[src/rtl/pivm_consts.vh]
// Constants for the peripheral interrupt vector map and base-address decode
`ifndef PIVM_CONSTS_VH
`define PIVM_CONSTS_VH

// ----------------------------------------
// Vector numbers and program addresses
// ----------------------------------------
`define PIVM_VEC_W          2
`define PIVM_VEC_RESET      2'h0
`define PIVM_VEC_NMI        2'h1
`define PIVM_VEC_VLM        2'h2
`define PIVM_VEC_RTC        2'h3
`define PIVM_PADDR_W        8
`define PIVM_PADDR_NMI      8'h02
`define PIVM_PADDR_VLM      8'h04
`define PIVM_PADDR_RTC      8'h06

// ----------------------------------------
// Flag register layout per source
// ----------------------------------------
`define PIVM_MS_FLAG_NMI    0
`define PIVM_VLM_FLAG       0
`define PIVM_RTC_FLAG_OVF   0
`define PIVM_RTC_FLAG_CMP   1
`define PIVM_RTC_SRC_N      2
`define PIVM_FLAG_RST       2'h0
`define PIVM_EN_RST         2'h0

// ----------------------------------------
// Peripheral base addresses and window sizes
// ----------------------------------------
`define PIVM_ADDR_W         16
`define PIVM_BASE_GPR       16'h001C
`define PIVM_SIZE_GPR       16'h0004
`define PIVM_BASE_MSCAN     16'h0120
`define PIVM_SIZE_MSCAN     16'h0020
`define PIVM_BASE_SX0       16'h0800
`define PIVM_SIZE_SX0       16'h0020
`define PIVM_BASE_TA0       16'h0A00
`define PIVM_SIZE_TA0       16'h0080
`define PIVM_BASE_TB3       16'h0AB0
`define PIVM_SIZE_TB3       16'h0010
`define PIVM_WIN_N          5
`define PIVM_WIN_GPR        0
`define PIVM_WIN_MSCAN      1
`define PIVM_WIN_SX0        2
`define PIVM_WIN_TA0        3
`define PIVM_WIN_TB3        4

`endif

[src/rtl/pivm_addr_dec.v]
// Peripheral base-address window decode
`timescale 1ns/100ps
`include "pivm_consts.vh"
module pivm_addr_dec (
  // Bus address
  input  wire [`PIVM_ADDR_W-1:0] addr_i,
  input  wire                    big_pkg_i,
  // Window selects and offset
  output reg  [`PIVM_WIN_N-1:0]  win_sel_o,
  output reg  [`PIVM_ADDR_W-1:0] win_off_o
);

  function hit;
    input [`PIVM_ADDR_W-1:0] a;
    input [`PIVM_ADDR_W-1:0] base;
    input [`PIVM_ADDR_W-1:0] size;
    begin
      hit = (a >= base) && ((a - base) < size);
    end
  endfunction

  always @* begin
    win_sel_o = {`PIVM_WIN_N{1'b0}};
    win_off_o = {`PIVM_ADDR_W{1'b0}};
    win_sel_o[`PIVM_WIN_GPR]   = hit(addr_i, `PIVM_BASE_GPR, `PIVM_SIZE_GPR);
    win_sel_o[`PIVM_WIN_MSCAN] = hit(addr_i, `PIVM_BASE_MSCAN, `PIVM_SIZE_MSCAN);
    win_sel_o[`PIVM_WIN_SX0]   = hit(addr_i, `PIVM_BASE_SX0, `PIVM_SIZE_SX0);
    win_sel_o[`PIVM_WIN_TA0]   = hit(addr_i, `PIVM_BASE_TA0, `PIVM_SIZE_TA0);
    // Only the largest package carries this timer window
    win_sel_o[`PIVM_WIN_TB3]   = big_pkg_i &&
                                 hit(addr_i, `PIVM_BASE_TB3, `PIVM_SIZE_TB3);
    // Register address is base plus offset
    if (win_sel_o[`PIVM_WIN_GPR])
      win_off_o = addr_i - `PIVM_BASE_GPR;
    else if (win_sel_o[`PIVM_WIN_MSCAN])
      win_off_o = addr_i - `PIVM_BASE_MSCAN;
    else if (win_sel_o[`PIVM_WIN_SX0])
      win_off_o = addr_i - `PIVM_BASE_SX0;
    else if (win_sel_o[`PIVM_WIN_TA0])
      win_off_o = addr_i - `PIVM_BASE_TA0;
    else if (win_sel_o[`PIVM_WIN_TB3])
      win_off_o = addr_i - `PIVM_BASE_TB3;
  end

endmodule // pivm_addr_dec

[src/rtl/pivm_src_flags.v]
// One interrupt source group: sticky flags, enable bits and request output
`timescale 1ns/100ps
module pivm_src_flags #(
  parameter N = 2
) (
  // Clock and reset
  input  wire         clock_i,
  input  wire         sys_rst_i,
  input  wire         clk_en_i,
  // Peripheral events and software access
  input  wire [N-1:0] event_i,
  input  wire [N-1:0] flag_clr_i,
  input  wire         en_wr_i,
  input  wire [N-1:0] en_wdata_i,
  // State and request
  output reg  [N-1:0] irq_flag_reg,
  output reg  [N-1:0] irq_enable_reg,
  output wire         req_o
);

  always @(posedge clock_i or posedge sys_rst_i) begin
    if (sys_rst_i) begin
      irq_flag_reg   <= {N{1'b0}};
      irq_enable_reg <= {N{1'b0}};
    end else if (clk_en_i) begin
      // A set in the clearing cycle wins so no event is lost
      irq_flag_reg <= (irq_flag_reg & ~flag_clr_i) | event_i;
      if (en_wr_i) begin
        irq_enable_reg <= en_wdata_i;
      end
    end
  end

  // Request stays up until the flag or the enable bit clears, handler entry has no effect
  assign req_o = |(irq_flag_reg & irq_enable_reg);

endmodule // pivm_src_flags

[src/rtl/pivm_top.v]
// Interrupt request generation, vector mapping and peripheral window decode
`timescale 1ns/100ps
`include "pivm_consts.vh"

// Contract
// - A detected peripheral condition sets its flag in that peripheral's flag register.
// - Software writes per-source enable bits; they hold until rewritten.
// - A request is raised only while enable bit and flag are both set.
// - A request stays until its flag or its enable bit clears; handler entry does not drop it.
// - Maskable requests reach the core only with global enable set.
// - Each vector slot serves one peripheral instance; its sources may share it.
// - Vector 1 at address 0x02 is the memory-scan non-maskable, ungated globally.
// - Vector 2 at address 0x04 carries the voltage level monitor interrupt.
// - Vector 3 at address 0x06 is the counter, shared by overflow and compare.
// - Each peripheral window starts at its base; register address is base plus offset.
// - General purpose storage registers decode from base 0x001C.
// - Memory-scan checker window decodes from base 0x0120.
// - First serial transceiver window starts at base 0x0800.
// - Type A timer window starts at base 0x0A00.
// - Fourth type B timer window starts at 0x0AB0, largest package only.
module pivm_top (
  // Clock, reset and enable
  input  wire                            clock_i,
  input  wire                            sys_rst_i,
  input  wire                            clk_en_i,
  // Core global enable
  input  wire                            global_irq_en_i,
  // Peripheral events
  input  wire                            memscan_err_i,
  input  wire                            vlm_event_i,
  input  wire [`PIVM_RTC_SRC_N-1:0]      rtc_event_i,
  // Software flag clears and enable writes
  input  wire                            vlm_flag_clr_i,
  input  wire [`PIVM_RTC_SRC_N-1:0]      rtc_flag_clr_i,
  input  wire                            memscan_flag_clr_i,
  input  wire                            vlm_en_wr_i,
  input  wire                            vlm_en_wdata_i,
  input  wire                            rtc_en_wr_i,
  input  wire [`PIVM_RTC_SRC_N-1:0]      rtc_en_wdata_i,
  // Address decode
  input  wire [`PIVM_ADDR_W-1:0]         addr_i,
  input  wire                            big_pkg_i,
  output wire [`PIVM_WIN_N-1:0]          win_sel_o,
  output wire [`PIVM_ADDR_W-1:0]         win_off_o,
  // Flag and enable state
  output wire                            memscan_flag_o,
  output wire                            vlm_flag_o,
  output wire                            vlm_en_o,
  output wire [`PIVM_RTC_SRC_N-1:0]      rtc_flag_o,
  output wire [`PIVM_RTC_SRC_N-1:0]      rtc_en_o,
  // Core interrupt interface
  output wire                            irq_req_o,
  output reg  [`PIVM_VEC_W-1:0]          irq_vec_o,
  output reg  [`PIVM_PADDR_W-1:0]        irq_paddr_o
);

  // ----------------------------------------
  // Source groups
  // ----------------------------------------
  wire vlm_req;
  wire rtc_req;
  wire ms_req;

  // Non-maskable source: its enable is tied on by design
  pivm_src_flags #(.N(1)) u_memscan (
    .clock_i        (clock_i),
    .sys_rst_i      (sys_rst_i),
    .clk_en_i       (clk_en_i),
    .event_i        (memscan_err_i),
    .flag_clr_i     (memscan_flag_clr_i),
    .en_wr_i        (1'b1),
    .en_wdata_i     (1'b1),
    .irq_flag_reg   (memscan_flag_o),
    .irq_enable_reg (),
    .req_o          (ms_req)
  );

  pivm_src_flags #(.N(1)) u_vlm (
    .clock_i        (clock_i),
    .sys_rst_i      (sys_rst_i),
    .clk_en_i       (clk_en_i),
    .event_i        (vlm_event_i),
    .flag_clr_i     (vlm_flag_clr_i),
    .en_wr_i        (vlm_en_wr_i),
    .en_wdata_i     (vlm_en_wdata_i),
    .irq_flag_reg   (vlm_flag_o),
    .irq_enable_reg (vlm_en_o),
    .req_o          (vlm_req)
  );

  // Overflow and compare share one slot
  pivm_src_flags #(.N(`PIVM_RTC_SRC_N)) u_rtc (
    .clock_i        (clock_i),
    .sys_rst_i      (sys_rst_i),
    .clk_en_i       (clk_en_i),
    .event_i        (rtc_event_i),
    .flag_clr_i     (rtc_flag_clr_i),
    .en_wr_i        (rtc_en_wr_i),
    .en_wdata_i     (rtc_en_wdata_i),
    .irq_flag_reg   (rtc_flag_o),
    .irq_enable_reg (rtc_en_o),
    .req_o          (rtc_req)
  );

  // ----------------------------------------
  // Vector selection
  // ----------------------------------------
  wire nmi_pend;
  wire vlm_pend;
  wire rtc_pend;

  assign nmi_pend = ms_req;
  assign vlm_pend = vlm_req & global_irq_en_i;
  assign rtc_pend = rtc_req & global_irq_en_i;

  // Request is combinational so it drops the cycle the flag clears
  assign irq_req_o = nmi_pend | vlm_pend | rtc_pend;

  reg [`PIVM_VEC_W-1:0]   next_vec;
  reg [`PIVM_PADDR_W-1:0] next_paddr;

  always @* begin
    next_vec   = `PIVM_VEC_RESET;
    next_paddr = {`PIVM_PADDR_W{1'b0}};
    if (nmi_pend) begin
      next_vec   = `PIVM_VEC_NMI;
      next_paddr = `PIVM_PADDR_NMI;
    end else if (vlm_pend) begin
      next_vec   = `PIVM_VEC_VLM;
      next_paddr = `PIVM_PADDR_VLM;
    end else if (rtc_pend) begin
      next_vec   = `PIVM_VEC_RTC;
      next_paddr = `PIVM_PADDR_RTC;
    end
  end

  // Vector data registered; lags irq_req_o by one cycle
  always @(posedge clock_i or posedge sys_rst_i) begin
    if (sys_rst_i) begin
      irq_vec_o   <= `PIVM_VEC_RESET;
      irq_paddr_o <= {`PIVM_PADDR_W{1'b0}};
    end else if (clk_en_i) begin
      irq_vec_o   <= next_vec;
      irq_paddr_o <= next_paddr;
    end
  end

  // ----------------------------------------
  // Address decode
  // ----------------------------------------
  pivm_addr_dec u_dec (
    .addr_i    (addr_i),
    .big_pkg_i (big_pkg_i),
    .win_sel_o (win_sel_o),
    .win_off_o (win_off_o)
  );

endmodule // pivm_top

[config.mk]
export PLATFORM = sky130hd
export DESIGN_NAME = pivm_top
export DESIGN_NICKNAME = d
export VERILOG_FILES = /design/src/rtl/pivm_addr_dec.v /design/src/rtl/pivm_src_flags.v /design/src/rtl/pivm_top.v
export VERILOG_INCLUDE_DIRS = /design/src /design/src/rtl
export SDC_FILE = /design/constraint.sdc
export NUM_CORES = 1
export LEC_CHECK = 0
export CORE_UTILIZATION = 40
export DETAILED_ROUTE_END_ITERATION = 8
export DONT_BUFFER_PORTS = 1
export PLACE_DENSITY_LB_ADDON = 0.12
export SLEW_MARGIN = 20
export SYNTH_ARGS = -nofsm -noshare
export SYNTH_HDL_FRONTEND = slang
export SYNTH_SLANG_ARGS = --single-unit
[constraint.sdc]
create_clock -name clock_i -period 2.9 [get_ports clock_i]
set_clock_uncertainty 0.1 [all_clocks]
set_input_delay 0 -clock clock_i [delete_from_list [all_inputs] [get_ports clock_i]]
set_output_delay 0 -clock clock_i [all_outputs]
set_load 0.02 [all_outputs]
==> out/results.tsv <==
metric	value	unit
outcome	finished, final reports clean	
clk_latency	0.27	ns
synth.lib_cells_used.distinct	53	
wirelength	3890	um
worstPathArrival	2.00	ns
grt_first_pass_wirelength	6270	um
library_cell_with_the_highest_instance_count_after_synthesis	sky130_fd_sc_hd__nand2_1	
fillers	354	
timing.final.max_slew_violations	0	
die_width	62.6	um
worst_case_vdd_ir_drop	0.271	mV
yosysTopAreaCell	sky130_fd_sc_hd__dfrtp_1	
total_leakage_power	0.722	nW
crit_path_max_fanout	12	
grt-ovfl-total	0	
timing.final.crit_share	72.4	%
post-place-cells	226	
avg_inst_size_synth	7.81	um^2
vias_per_cell	5.52	
timing.setup.tns	0	ns
clk_path_buf_depth	2	
clkSinkCount	10	
synth-seq-cells	10	
critical_path_required	2.80	ns
fraction_of_final_layout_cells_with_drive_strength_greater_than_1	11.4	%
placeableCoreArea	0.00342	mm^2
startpoint_type	input pin	
achievable-frequency	0.476	GHz
avgRoutedWirePerCell	15.7	um
detail_route.first_pass.iterations	4	
switching_share	36.5	%
synth_sequential_area_ratio	17.0	%
floorplan.rows	21	
die_footprint	0.00392	mm^2
post-cts-setup-buffers	0	
clock_tree.htree_level_count	1	
cts_buffer_count	3	
grt_util_all_layers	19.9	%
async_flop_share	100	%
synthCells	188	
netlist_area	0.00147	mm^2
pwr-share-comb	33.5	%
route.detailed.drc	0	
tritoncts	done	
number_of_global_route_vias_before_repair	1301	
grt_antenna_before_repair	0	
dpl.hpwl	2950	um
criticalPathCategory	input pin to primary output	
synth_area_leaders	sky130_fd_sc_hd__dfrtp_1 (17%), sky130_fd_sc_hd__buf_4 (10%), sky130_fd_sc_hd__ha_1 (10%), sky130_fd_sc_hd__nand2_1 (5.6%), sky130_fd_sc_hd__nand4_1 (3.8%)	
ys.flop_type	sky130_fd_sc_hd__dfrtp_1	
post_layout_nonfiller_instances	248	
vias	1368	
final.min_clock_period	2.10	ns
synthDominantCellAreaShare	17.0	%
p_sw	179	uW
power.density	302	mW/mm^2
internal_power	310	uW
relative_contribution_of_the_clock_network_to_total_power	26.0	%
sequentialPowerShare	40.5	%
hold_buffers	18	
finalSetupViolations	0	
maximum_number_of_pins_on_one_net_before_global_route_repair	16	
1st_iter_drt_viols	117	
starting_density_of_the_core	43.0	%
clock_pin_slew_on_the_worst_setup_and_hold_paths	0.07	ns
rsz0062_at_grt	false	
hold_class	input pin to flip-flop	
drv_cap	0	
max_slew.worst_pin.slew	0.467	ns
root_buffer	sky130_fd_sc_hd__clkbuf_4	
totalPowerFinal	489	uW
floorplan.die.height	62.6	um
maxSlewHeadroom	67.9	%
io_pins	73	
final_net_count	249	
hold_ws	0.0289	ns
timing.critical_path.to_type	primary output	
number_of_synthesized_flops_with_an_enable_pin	0	
postCtsResizedCells	0	
gp_congestion	0.836	
warnings_synthesis	0	
area_growth_syn_to_layout	10.4	%
timing.final.hold_violations	0	
ant_nets	0	
diodes	0	
ys_top_cells_by_count	sky130_fd_sc_hd__nand2_1 (22), sky130_fd_sc_hd__buf_4 (20), sky130_fd_sc_hd__inv_1 (14), sky130_fd_sc_hd__ha_1 (12)	
portBuffers	0	
## logic make-up after synthesis
| kind of cell | after synthesis | share of synthesized area [%] |
|---|---|---|
| and+or+nand+nor | 70 | 26.1 |
| AOI/OAI and AO/OA | 44 | 21.4 |
| buffers and inverters | 40 | 17.5 |
| adders and majority gates | 12 | 10.2 |
| DFF | 10 | 17.0 |
| muxes | 7 | 5.20 |
| xor gates and xnor gates | 4 | 2.38 |
| other | 1 | 0.255 |
## per-stage QoR
step	util, %	area [um^2]	worst slack, ns
after floorplan	-	1520	0.764
after global placement	41.1	1410	0.882
after detailed placement	41.1	1410	0.822
after CTS	47.5	1620	0.815
after global routing	47.5	1620	0.678
final	47.5	1620	0.799
## worst max-delay path, cell delays in order
cell	delay (ns)
sky130_fd_sc_hd__inv_1	0.06
sky130_fd_sc_hd__ha_1	0.28
sky130_fd_sc_hd__nand2b_1	0.19
sky130_fd_sc_hd__or4b_1	0.49
sky130_fd_sc_hd__a21oi_2	0.15
sky130_fd_sc_hd__buf_4	0.18
sky130_fd_sc_hd__nor2_2	0.06
sky130_fd_sc_hd__o311a_1	0.15
sky130_fd_sc_hd__o22ai_1	0.42
## final cells by class
cell class | instances | area [um^2] | share of cell area, %
inverters | 14 | 52.6 | 3.24
clock buffers | 4 | 36.3 | 2.24
flip-flops and latches | 10 | 250 | 15.4
repair buffers | 22 | 210 | 13.0
multi-input cells | 152 | 1010 | 62.6
well taps | 46 | 57.6 | 3.55
## per-layer routing
metal	share of wire [%]	up-vias	wire [um]	GRT usage, %
met5	0	-	0	0
met4	1.6	0	61	4.65
met3	6.9	8	268	4.56
met2	50	57	1930	35.5
met1	42	641	1630	24.0
li1	-	662	-	-
## final timing paths
path,slack (ns),cells after the start,end,start
max in group asynchronous,2.36,2,u_rtc.irq_flag_reg[0],sys_rst_i
min in group asynchronous,0.05,2,u_memscan.irq_flag_reg,sys_rst_i
hold reg to reg,0.38,1,u_memscan.irq_enable_reg,u_memscan.irq_enable_reg
setup / recovery,0.80,9,win_off_o[3],addr_i[9]
hold / removal,0.03,3,irq_paddr_o[2],global_irq_en_i
setup reg to reg,1.17,5,irq_paddr_o[1],u_rtc.irq_flag_reg[0]
## power by group through the flow
stage | registers, mW | logic (mW) | clock network [mW]
2_1_floorplan | 0.191 | 0.156 | 0
4_1_cts | 0.198 | 0.162 | 0.130
5_1_grt | 0.201 | 0.182 | 0.136
3_3_place_gp | 0.201 | 0.127 | 0
6_report | 0.198 | 0.164 | 0.127
3_5_place_dp | 0.201 | 0.128 | 0
## cell usage in the layout (no fill, tap or decap), types with 3 or more instances in the layout
cell type / count
sky130_fd_sc_hd__o21ai_0: 3
sky130_fd_sc_hd__dfrtp_1: 10
sky130_fd_sc_hd__a22o_1: 4
sky130_fd_sc_hd__conb_1: 15
sky130_fd_sc_hd__nand4_1: 9
sky130_fd_sc_hd__dlygate4sd3_1: 18
sky130_fd_sc_hd__ha_1: 12
sky130_fd_sc_hd__a31oi_1: 4
sky130_fd_sc_hd__mux2_2: 4
sky130_fd_sc_hd__nand3_1: 4
sky130_fd_sc_hd__inv_1: 14
sky130_fd_sc_hd__nand2b_1: 7
sky130_fd_sc_hd__clkbuf_4: 3
sky130_fd_sc_hd__buf_4: 4
sky130_fd_sc_hd__nor3_1: 4
sky130_fd_sc_hd__a21oi_1: 10
sky130_fd_sc_hd__nand2_1: 22
sky130_fd_sc_hd__xnor2_1: 4
sky130_fd_sc_hd__nor2_1: 6
sky130_fd_sc_hd__o22ai_1: 3
Note: power is estimated with default switching activity, not from simulation.
